$ cat config.mk
export PLATFORM = sky130hd
export DESIGN_NAME = pm_event_block
export DESIGN_NICKNAME = d
export VERILOG_FILES = /design/src/pm_event_pkg.sv /design/src/pm_event_block.sv /design/src/pm_status_flags.sv
export SDC_FILE = /design/constraint.sdc
export NUM_CORES = 1
export LEC_CHECK = 0
export ABC_AREA = 1
export BUFFER_PORTS_ARGS = -buffer_cell sky130_fd_sc_hd__buf_2
export CAP_MARGIN = 10
export CORE_AREA = 2 2 75 77
export DETAILED_ROUTE_END_ITERATION = 12
export DIE_AREA = 0 0 77 79
export PLACE_DENSITY_LB_ADDON = 0.12
export SLEW_MARGIN = 5
export SYNTH_ARGS = -nofsm -noshare
export SYNTH_HDL_FRONTEND = slang
export SYNTH_SLANG_ARGS = --single-unit
export TNS_END_PERCENT = 30
$ cat constraint.sdc
create_clock -name sys_clk_i -period 1.85 [get_ports sys_clk_i]
set_clock_uncertainty 0.05 [all_clocks]
set_input_delay 0.185 -clock sys_clk_i [delete_from_list [all_inputs] [get_ports sys_clk_i]]
set_output_delay 0.185 -clock sys_clk_i [all_outputs]
set_load 0.01 [all_outputs]
$ cat src/pm_event_pkg.sv
// Constants for the power management fixed event register block
package pm_event_pkg;
    // Register offsets within the eight byte block
    localparam logic [2:0] OFF_STATUS_LOW = 3'h0;
    localparam logic [2:0] OFF_STATUS_HIGH = 3'h1;
    localparam logic [2:0] OFF_ENABLE_LOW = 3'h2;
    localparam logic [2:0] OFF_ENABLE_HIGH = 3'h3;
    localparam logic [2:0] OFF_CONTROL_LOW = 3'h4;
    localparam logic [2:0] OFF_CONTROL_HIGH = 3'h5;
    localparam logic [2:0] OFF_PM2_LOW = 3'h6;
    localparam logic [2:0] OFF_PM2_HIGH = 3'h7;
    // Status high field positions
    localparam int BIT_POWER_BUTTON = 0;
    localparam int BIT_SLEEP_BUTTON = 1;
    localparam int BIT_ALARM_EVENT = 2;
    localparam int BIT_POWER_OVERRIDE = 3;
    localparam int BIT_WAKE = 7;
    // Control high field positions
    localparam int BIT_OVERRIDE_ENABLE = 1;
    localparam int BIT_SLEEP_TYPE_LSB = 2;
    localparam int BIT_SLEEP_TYPE_MSB = 4;
    localparam int BIT_SLEEP_ENABLE = 5;
    // Implemented bits of each register
    localparam logic [7:0] STATUS_MASK = 8'h8f;
    localparam logic [7:0] ENABLE_MASK = 8'h07;
    localparam logic [7:0] CONTROL_MASK = 8'h3e;
    localparam logic [7:0] PM2_MASK = 8'hff;
    // Status bits that drive the host event line through the enable register
    localparam logic [7:0] EVENT_MASK = 8'h07;
    // Reset values
    localparam logic [7:0] STATUS_RESET = 8'h00;
    localparam logic [7:0] ENABLE_RESET = 8'h00;
    localparam logic [7:0] CONTROL_RESET = 8'h00;
    localparam logic [7:0] PM2_RESET = 8'h00;
    localparam logic [7:0] READ_RESET = 8'h00;
    // Block base seen by the embedded controller, arbitrary value
    localparam logic [15:0] EC_BASE_ADDR = 16'h0a00;
    localparam int ADDR_W = 16;
endpackage : pm_event_pkg

$ cat src/pm_event_block.sv
// Power management fixed event registers with host and controller ports
//
// Behaviour
// - Only button, override, alarm, wake and sleep bits
// - Host event line doubles as wake signal
// - Power button has status and enable
// - Controller writes status, reads enables only
// - Host one clears status, zero keeps
// - Controller can clear any status bit
// - Power button status and enable raise event
// - Override has own status and enable
// - Override enable is control high bit one
// - Controller sets sleep button status
// - Sleep or alarm with enable raise event
// - Controller sets alarm status on alarm
// - Enabled alarm can wake a sleeping system
// - Host reaches offsets zero to seven
// - Controller reaches fixed base plus offset
// - Active low line when enabled status set
// - Host writes pulse three controller interrupts
// - Controller writes one sets, zero clears
// - Reset returns everything to defaults
`timescale 1ns/100ps
module pm_event_block (
    input wire logic sys_clk_i,
    input wire logic sys_rst_i,
    input wire logic [15:0] host_base_i,
    input wire logic [15:0] host_addr_i,
    input wire logic host_wr_i,
    input wire logic host_rd_i,
    input wire logic [7:0] host_wdata_i,
    output logic [7:0] host_rdata_o,
    input wire logic [15:0] ec_addr_i,
    input wire logic ec_wr_i,
    input wire logic ec_rd_i,
    input wire logic [7:0] ec_wdata_i,
    output logic [7:0] ec_rdata_o,
    output logic host_event_irq_n_o,
    output logic status_write_irq_o,
    output logic enable_write_irq_o,
    output logic control_write_irq_o,
    output logic [2:0] sleep_type_o,
    output logic sleep_enable_o
);
    // True when an address falls in the eight byte block at the given base
    function automatic logic block_hit(input logic [15:0] addr, input logic [15:0] base);
        block_hit = (addr[15:3] == base[15:3]);
    endfunction : block_hit

    // Register byte selected by an offset
    function automatic logic [7:0] read_mux(input logic [2:0] off, input logic [7:0] sts,
                                            input logic [7:0] en, input logic [7:0] ctl,
                                            input logic [7:0] p2l, input logic [7:0] p2h);
        case (off)
            pm_event_pkg::OFF_STATUS_HIGH: read_mux = sts;
            pm_event_pkg::OFF_ENABLE_HIGH: read_mux = en;
            pm_event_pkg::OFF_CONTROL_HIGH: read_mux = ctl;
            pm_event_pkg::OFF_PM2_LOW: read_mux = p2l;
            pm_event_pkg::OFF_PM2_HIGH: read_mux = p2h;
            default: read_mux = 8'h00;
        endcase
    endfunction : read_mux

    logic host_hit;
    logic ec_hit;
    logic [2:0] host_off;
    logic [2:0] ec_off;
    logic host_sts_wr;
    logic ec_sts_wr;
    logic [7:0] status;
    logic [7:0] enable;
    logic [7:0] control;
    logic [7:0] pm2_low;
    logic [7:0] pm2_high;
    logic [7:0] next_enable;
    logic [7:0] next_control;
    logic [7:0] next_pm2_low;
    logic [7:0] next_pm2_high;
    logic [7:0] host_rdata;
    logic [7:0] ec_rdata;
    logic [7:0] next_host_rdata;
    logic [7:0] next_ec_rdata;
    logic irq_n;
    logic next_irq_n;
    logic sts_irq;
    logic en_irq;
    logic ctl_irq;
    logic next_sts_irq;
    logic next_en_irq;
    logic next_ctl_irq;
    logic event_any;

    // Host uses its configured base, the controller a fixed base
    assign host_hit = block_hit(host_addr_i, host_base_i);
    assign ec_hit = block_hit(ec_addr_i, pm_event_pkg::EC_BASE_ADDR);
    assign host_off = host_addr_i[2:0];
    assign ec_off = ec_addr_i[2:0];
    assign host_sts_wr = host_wr_i && host_hit && (host_off == pm_event_pkg::OFF_STATUS_HIGH);
    assign ec_sts_wr = ec_wr_i && ec_hit && (ec_off == pm_event_pkg::OFF_STATUS_HIGH);

    // Status byte: controller sets or clears, host writes one to clear
    pm_status_flags u_flags (
        .sys_clk_i(sys_clk_i),
        .sys_rst_i(sys_rst_i),
        .ec_write_i(ec_sts_wr),
        .ec_data_i(ec_wdata_i),
        .host_clear_i(host_sts_wr),
        .host_data_i(host_wdata_i),
        .mask_i(pm_event_pkg::STATUS_MASK),
        .flags_o(status)
    );

    // Host owned enable, control and second control bytes
    always_comb begin
        next_enable = enable;
        next_control = control;
        next_pm2_low = pm2_low;
        next_pm2_high = pm2_high;
        if (host_wr_i && host_hit) begin
            case (host_off)
                pm_event_pkg::OFF_ENABLE_HIGH: begin
                    next_enable = host_wdata_i & pm_event_pkg::ENABLE_MASK;
                end
                pm_event_pkg::OFF_CONTROL_HIGH: begin
                    next_control = host_wdata_i & pm_event_pkg::CONTROL_MASK;
                end
                pm_event_pkg::OFF_PM2_LOW: begin
                    next_pm2_low = host_wdata_i & pm_event_pkg::PM2_MASK;
                end
                pm_event_pkg::OFF_PM2_HIGH: begin
                    next_pm2_high = host_wdata_i & pm_event_pkg::PM2_MASK;
                end
                default: begin
                    next_enable = enable;
                end
            endcase
        end
        // Controller writes to these bytes are ignored
    end

    always_ff @(posedge sys_clk_i) begin
        if (sys_rst_i) begin
            enable <= pm_event_pkg::ENABLE_RESET;
            control <= pm_event_pkg::CONTROL_RESET;
            pm2_low <= pm_event_pkg::PM2_RESET;
            pm2_high <= pm_event_pkg::PM2_RESET;
        end else begin
            enable <= next_enable;
            control <= next_control;
            pm2_low <= next_pm2_low;
            pm2_high <= next_pm2_high;
        end
    end

    // Read data for both ports, returned the cycle after the strobe
    always_comb begin
        next_host_rdata = host_rdata;
        next_ec_rdata = ec_rdata;
        if (host_rd_i) begin
            next_host_rdata = host_hit ? read_mux(host_off, status, enable, control,
                                                  pm2_low, pm2_high) : 8'h00;
        end
        if (ec_rd_i) begin
            next_ec_rdata = ec_hit ? read_mux(ec_off, status, enable, control,
                                              pm2_low, pm2_high) : 8'h00;
        end
    end

    always_ff @(posedge sys_clk_i) begin
        if (sys_rst_i) begin
            host_rdata <= pm_event_pkg::READ_RESET;
            ec_rdata <= pm_event_pkg::READ_RESET;
        end else begin
            host_rdata <= next_host_rdata;
            ec_rdata <= next_ec_rdata;
        end
    end

    // Any enabled event, override gated by its own control bit
    assign event_any = |(status & enable & pm_event_pkg::EVENT_MASK)
        || (status[pm_event_pkg::BIT_POWER_OVERRIDE]
            && control[pm_event_pkg::BIT_OVERRIDE_ENABLE]);

    // Event line and controller write notifications
    always_comb begin
        next_irq_n = !event_any;
        next_sts_irq = host_sts_wr;
        next_en_irq = host_wr_i && host_hit && (host_off == pm_event_pkg::OFF_ENABLE_HIGH);
        next_ctl_irq = host_wr_i && host_hit && (host_off == pm_event_pkg::OFF_CONTROL_HIGH);
    end

    always_ff @(posedge sys_clk_i) begin
        if (sys_rst_i) begin
            irq_n <= 1'b1;
            sts_irq <= 1'b0;
            en_irq <= 1'b0;
            ctl_irq <= 1'b0;
        end else begin
            irq_n <= next_irq_n;
            sts_irq <= next_sts_irq;
            en_irq <= next_en_irq;
            ctl_irq <= next_ctl_irq;
        end
    end

    assign host_rdata_o = host_rdata;
    assign ec_rdata_o = ec_rdata;
    assign host_event_irq_n_o = irq_n;
    assign status_write_irq_o = sts_irq;
    assign enable_write_irq_o = en_irq;
    assign control_write_irq_o = ctl_irq;
    assign sleep_type_o = control[pm_event_pkg::BIT_SLEEP_TYPE_MSB:pm_event_pkg::BIT_SLEEP_TYPE_LSB];
    assign sleep_enable_o = control[pm_event_pkg::BIT_SLEEP_ENABLE];

    logic host_en_wr;
    logic host_ctl_wr;
    logic ec_en_wr;
    assign host_en_wr = host_wr_i && host_hit && (host_off == pm_event_pkg::OFF_ENABLE_HIGH);
    assign host_ctl_wr = host_wr_i && host_hit && (host_off == pm_event_pkg::OFF_CONTROL_HIGH);
    assign ec_en_wr = ec_wr_i && ec_hit && (ec_off == pm_event_pkg::OFF_ENABLE_HIGH);
    logic ec_ctl_wr;
    logic ec_pm2_wr;
    logic host_any_wr;
    assign ec_ctl_wr = ec_wr_i && ec_hit && (ec_off == pm_event_pkg::OFF_CONTROL_HIGH);
    assign ec_pm2_wr = ec_wr_i && ec_hit && (ec_off == pm_event_pkg::OFF_PM2_LOW
                                             || ec_off == pm_event_pkg::OFF_PM2_HIGH);
    assign host_any_wr = host_wr_i && host_hit;
endmodule : pm_event_block

$ cat src/pm_status_flags.sv
// Event status flags written by the controller and cleared by the host
`timescale 1ns/100ps
module pm_status_flags (
    input wire logic sys_clk_i,
    input wire logic sys_rst_i,
    input wire logic ec_write_i,
    input wire logic [7:0] ec_data_i,
    input wire logic host_clear_i,
    input wire logic [7:0] host_data_i,
    input wire logic [7:0] mask_i,
    output logic [7:0] flags_o
);
    logic [7:0] flags;
    logic [7:0] next_flags;

    always_comb begin
        next_flags = flags;
        if (host_clear_i) begin
            next_flags = next_flags & ~host_data_i;
        end
        // Controller write applied last so its set beats a host clear
        if (ec_write_i) begin
            next_flags = ec_data_i;
        end
        next_flags = next_flags & mask_i;
    end

    always_ff @(posedge sys_clk_i) begin
        if (sys_rst_i) begin
            flags <= pm_event_pkg::STATUS_RESET;
        end else begin
            flags <= next_flags;
        end
    end

    assign flags_o = flags;
endmodule : pm_status_flags

==> results of run 1 <==
[cells by family after synthesis]
| logic type | count (synthesis) |
|---|---|
| xor gates and xnor gates | 3 |
| AOI/OAI and AO/OA | 48 |
| DFF | 49 |
| and+or+nand+nor | 265 |
| buffers and inverters | 90 |
[critical path, delay by kind of cell]
family	cells	cell delay, ns
compound gates	2	0.26
buf+inv	1	0.11
simple gates	4	0.87
[worst max path at each step]
stage | to | cells past startpoint | from
after global routing | ec_rdata_o[1] | 7 | ec_addr_i[15]
after detailed placement | ec_rdata_o[1] | 7 | ec_addr_i[15]
after floorplan | pm2_high[0] | 10 | host_addr_i[15]
final | ec_rdata_o[1] | 7 | ec_addr_i[15]
after CTS | ec_rdata_o[1] | 7 | ec_addr_i[15]
after global placement | ec_rdata_o[1] | 7 | ec_addr_i[15]
[per-stage QoR]
step	utilization	hold slack, ns
6_report	0.634	0.0607
2_1_floorplan	-	0.270
5_1_grt	0.634	0.0782
4_1_cts	0.634	0.0600
3_3_place_gp	0.618	0.376
3_5_place_dp	0.618	0.383
[sequential cells by signal (all words and copies together), names as in the netlist, 3 cells and up]
register and count:
enable 3, control 5, pm2_high 8, u_flags.flags_o 5, host_rdata_o 8, ec_rdata_o 8
pm2_low 8
[layer usage]
layer	vias up	wire, um	track usage
met5	-	0	0
met4	0	120	0.0839
met3	12	521	0.0386
met2	102	3170	0.399
met1	1359	3360	0.319
li1	1585	-	-
[power by group through the flow]
| stage | Sequential, mW | Combinational, mW | Clock (mW) |
|---|---|---|---|
| 2_1_floorplan | 1.08 | 0.0939 | 0 |
| 3_3_place_gp | 1.08 | 0.197 | 0 |
| 3_5_place_dp | 1.08 | 0.202 | 0 |
| 4_1_cts | 1.05 | 0.203 | 0.634 |
| 5_1_grt | 1.05 | 0.228 | 0.683 |
| 6_report | 1.05 | 0.204 | 0.625 |
[final cells by class]
type	instances	area, sq um
Fill cell	535	1950
Multi-Input combinational cell	316	1450
Sequential cell	49	981
Timing Repair Buffer	95	495
Inverter	75	282
Tap cell	72	90.1
Clock buffer	5	68.8
Clock inverter	3	17.5
[cell usage in the layout, fill, tap and decap left out, types with 2 or more instances in the layout]
cell type / count
buf_4: 8
inv_1: 75
nor3_1: 4
a22oi_1: 5
nand3_1: 19
nand4_2: 2
buf_2: 87
o221ai_1: 7
o211ai_1: 3
a21oi_1: 23
nor2_2: 2
dfxtp_1: 49
clkinv_2: 2
clkbuf_8: 5
nor2_4: 3
xnor2_1: 3
nand3b_1: 5
or2_2: 5
nand4_1: 8
o21ai_0: 4
nor2_1: 74
o22ai_1: 5
nand2_1: 140
==> impl_metrics.ini, run 1 <==
[logic_synthesis]
synth-main-ff-cell = dfxtp_1
synth_compound_gate_area_share = 0.105
synth.most_common_cell = nand2_1
synth.net_count = 525
cell_area_after_technology_mapping_sq_um = 2810
synth-simple-area-share = 0.401
yosys-top-cells-count = nand2_1, inv_1, nor2_1
fraction_of_synthesized_area_in_multiplexers = 0
synthesis.yosys.warnings = 0
synth.distinct_cells = 28
yosys.area_share.adder = 0
synth-xor-area-share = 0.00934
synth_async_sr_flop_share = 0
postSynthRegisterBits = 49
seq_area_frac_synth = 0.349
netlist.top_cell.by_area = dfxtp_1
cells_taking_the_most_area_after_synthesis = dfxtp_1, nand2_1, inv_1, nor2_1, a21oi_1
largest_family_of_logic_cells_by_synthesized_area = simple AND/OR/NAND/NOR gates
post_synth_inst_count = 455
synthesis.area_per_instance_sq_um = 6.18
netlist.area_leader.share = 0.349
post_synth_edffs = 0

[power_and_ir_drop]
power.combinational.fraction = 0.108
share_seq_of_total_power = 0.560
ir_worst_vdd_v = 0.000584
pnr_total_power_mw = 1.88
intPower_mw = 1.40
clkPwrFrac = 0.332
powerDensity_nw_per_um2 = 556
total_switching_power_uw = 485
power.static_leakage_nw = 1.85
swShare = 0.257

[min_path]
whs_path_depth = 3
hold_start = host_wdata_i[6]
worstHoldPathType = input pin to flip-flop
hold_path_end = pm2_high[6]

[clock_network]
cts.path.max_buffers = 2
post_cts.resized_instances = 0
cts.clk_slew.worst_paths_ns = 0.09
cts_tree = built
cts_buffers = 5
cts-hold-fix-buffers = 0
cts-root-buf = clkbuf_8
worst_skew_pair.late_latency_ns = 0.31
clock_h_tree_levels = 2
cts_post_setup_buffers_inserted = 0
numClockSinks = 49

[setup_path]
crit_chain = buf_2 > nor3_1 > nand2_1 > nor2_4 > and3_1 > o21ai_0 > a21oi_1
crit_arrival_ns = 1.41
crit_type = input pin to flip-flop
timing.reg2reg.setup_slack_ns = 0.68
cpMaxStageDelayCell = and3_1
cp_max_fanout = 8
r2r-start = u_flags.flags_o[2]
timing.reg2reg.worst_path_depth = 7
reg2reg_to = u_flags.flags_o[2]
worstPathRequired_ns = 2.05
endpoint_kind = flip-flop
worst_setup_path_start_kind = input pin
timing.critical_path.slowest_cell_delay_ns = 0.33

[drt]
route.detailed.wl_per_inst_um = 11.7
detail-route-antenna-nets = 0
drt_iter0_drc = 163
via_per_inst = 4.97
route.detailed.drc = 0
detailroute.via_count = 3058
drt_pre_antenna_iters = 5
routed_wirelength_mm = 7.17

[grt]
antenna_found_initial = 0
grt_pass1_wl_mm = 11.9
grt_util_all_layers = 0.240
grt_start_max_net_pins = 21
number_of_global_route_vias_before_repair = 2700
overflow = 0

[run]
max_cap_violations = 0

[floorplanning]
die_width_um = 77
placement_rows = 27
placeableCoreArea_sq_um = 5340
initial_core_util = 0.527
number_of_ports_placed_on_the_die_boundary = 94
dieHeight_um = 79
floorplan.die_area_sq_um = 6080

[timing]
final-max-slew-violation-count = 0
slew_headroom = 0.728
setup_slack_ns = 0.632
number_of_hold_violations_in_the_final_report = 0
worst_pin_slew_ns = 0.405
finalSetupTns_ns = 0
setup_viol = 0
final.period_utilization = 0.658
finalCriticalPeriod_ns = 1.22
unrepaired_setup_endpoints_after_global_routing = false
peak_freq_ghz = 0.821

[layout]
diodes = 0
layout.nets = 612
final_cell_area_sq_um = 3390
finalNonFillerCells = 615
layout-drive-gt1-share = 0.215
area.growth.synth_to_final_pct = 20.3

[status]
outcome = finished clean

[placement]
placed_cell_area_sq_um = 3300
pre_cts_slack_ns = 0.303
port_buffers = 87
place_hpwl_mm = 5.59
gp_routability_congestion = 0.906
dp_cells = 607
Note: power is estimated with default switching activity, not from simulation.
==> run 2, diff against run 1 <==
Settings changed: CORE_AREA 2 2 75 77 to 2 2 82 84, DIE_AREA 0 0 77 79 to 0 0 84 86.
Clock period 1.85 ns to 1 ns, I/O delays scaled along.
==> impl_metrics.ini, run 2 (synthesized netlist as in run 1, its figures left out) <==
[clock_network]
cts-root-buf = clkbuf_8
numClockSinks = 49
clock_h_tree_levels = 2
cts.clk_slew.worst_paths_ns = 0.09
worst_skew_pair.late_latency_ns = 0.31
cts_buffers = 5
cts.path.max_buffers = 2
cts_tree = built

[timing]
final.period_utilization = 1.07
slew_headroom = 0.809
peak_freq_ghz = 0.931
final-max-slew-violation-count = 0
whs_ns = -0.00331
finalCriticalPeriod_ns = 1.07
unrepaired_setup_endpoints_after_global_routing = true
worst_pin_slew_ns = 0.284
setup_slack_ns = -0.0739
setup_viol = 44
number_of_hold_violations_in_the_final_report = 3

[setup_path]
worst_setup_path_start_kind = input pin
worstPathRequired_ns = 1.20
timing.critical_path.slowest_cell_delay_ns = 0.24
crit_arrival_ns = 1.28
cp_max_fanout = 8
crit_type = input pin to flip-flop
critPathMostFrequentCell = nand2_1
cpMaxStageDelayCell = nor2_4
crit_chain = buf_2 > inv_1 > nand2_1 > nand2_1 > nor2_1 > nand2_1 > nor2_4 > nand4_4 > clkbuf_16 > nand2_1 > nand2_1 > nor2_1
endpoint_kind = flip-flop

[grt]
antenna_found_initial = 0
grt_pass1_wl_mm = 13.3
overflow = 0
number_of_global_route_vias_before_repair = 2891
grt_start_max_net_pins = 20
grt_util_all_layers = 0.225

[layout]
area.growth.synth_to_final_pct = 44.5
layout.nets = 656
layout-drive-gt1-share = 0.365
final_common_cell = nand2_1
mostFrequentLayoutCells = nand2_1, buf_2, nor2_1, inv_1, dfxtp_1
diodes = 0
final_core_utilization = 0.648
final.fill_count = 600
finalNonFillerCells = 663

[drt]
met3_wire_length_um = 413
via_per_inst = 4.77
route.detailed.drc = 0
drt-met1-wl_mm = 3.75
route.detailed.wl_per_inst_um = 12.4
detail-route-antenna-nets = 0
drt_pre_antenna_iters = 4
detailroute.via_count = 3162
drt_iter0_drc = 146
top_signal_layer_used = met4
routed_wirelength_mm = 8.20
met2_length_mm = 3.93

[power_and_ir_drop]
ir_worst_vdd_v = 0.000890
powerDensity_nw_per_um2 = 945
pnr_total_power_mw = 3.84
power.static_leakage_nw = 2.18

[floorplanning]
dieHeight_um = 86
number_of_ports_placed_on_the_die_boundary = 94
placeableCoreArea_sq_um = 6280
initial_core_util = 0.448
die_width_um = 84
placement_rows = 29
floorplan.die_area_sq_um = 7220

[status]
violations_in_the_final_reports = hold timing, setup timing
outcome = complete, but fails checks

[min_path]
worstHoldPathType = input pin to flip-flop

[placement]
pre_cts_slack_ns = -0.391
place_hpwl_mm = 6.37
dp_cells = 652
port_buffers = 87
gp_routability_congestion = 0.918

[run]
max_cap_violations = 0
## run 2: cell types whose count changed in the layout (fill, tap and decap cells not counted), sizes merged
| cell | change |
|---|---|
| buf | +41 |
| bufinv | +1 |
| clkbuf | +1 |
| clkinv | -1 |
| clkinvlp | -1 |
| dlygate4sd3 | +2 |
## run 2: area by class of cell
class,instances,area (sq um),area share
multi-input cells,316,1640,0.404
flip-flops and latches,49,988,0.243
repair buffers,139,948,0.233
inverters,75,284,0.0699
well taps,77,96.3,0.0237
clock buffers,5,68.8,0.0169
clock inverters,2,35.0,0.00862
## run 2: routing by layer
| metal | global-route usage | vias up |
|---|---|---|
| li1 | - | 1675 |
| met1 | 0.295 | 1398 |
| met2 | 0.389 | 80 |
| met3 | 0.0395 | 9 |
| met4 | 0.0513 | 0 |
| met5 | 0 | - |
## run 2: timing repair
item | 4_1_cts | 5_1_grt
pin swaps | 17 | 5
hold endpoints to repair | 3 | 0
hold buffers | 2 | 0
cloned | 0 | 1
buffers inserted | 1 | 0
gates resized for setup | 38 | 43
endpoints found under the setup margin | 36 | 49
## run 2: power breakdown
part | total (mW) | switching [mW] | internal [mW]
Combinational | 0.515 | 0.267 | 0.248
Sequential | 1.95 | 0.0000268 | 1.95
Clock | 1.38 | 0.650 | 0.727
Total | 3.84 | 0.917 | 2.92
## run 2: stage by stage
step,cell area (sq um),setup TNS [ns]
after floorplan,2810,-5.62
after global placement,3640,-14.45
after detailed placement,3640,-15.43
after CTS,3890,-0.249
after global routing,4070,-6.78
final,4070,-1.47
## run 2: worst paths after layout
path | cells past startpoint | slack (ns) | from | endpoint
max reg2reg | 6 | -0.06 | pm2_high[2] | ec_rdata_o[2]
min | 3 | -0.003 | host_wdata_i[7] | pm2_low[7]
max | 12 | -0.07 | host_addr_i[11] | pm2_low[3]
min reg2reg | 2 | 0.42 | host_rdata_o[4] | host_rdata_o[4]
## run 2: critical path: cells and delay by family
family / cells / cell delay [ns]
buffers and inverters: 3 / 0.33
and+or+nand+nor: 9 / 0.85
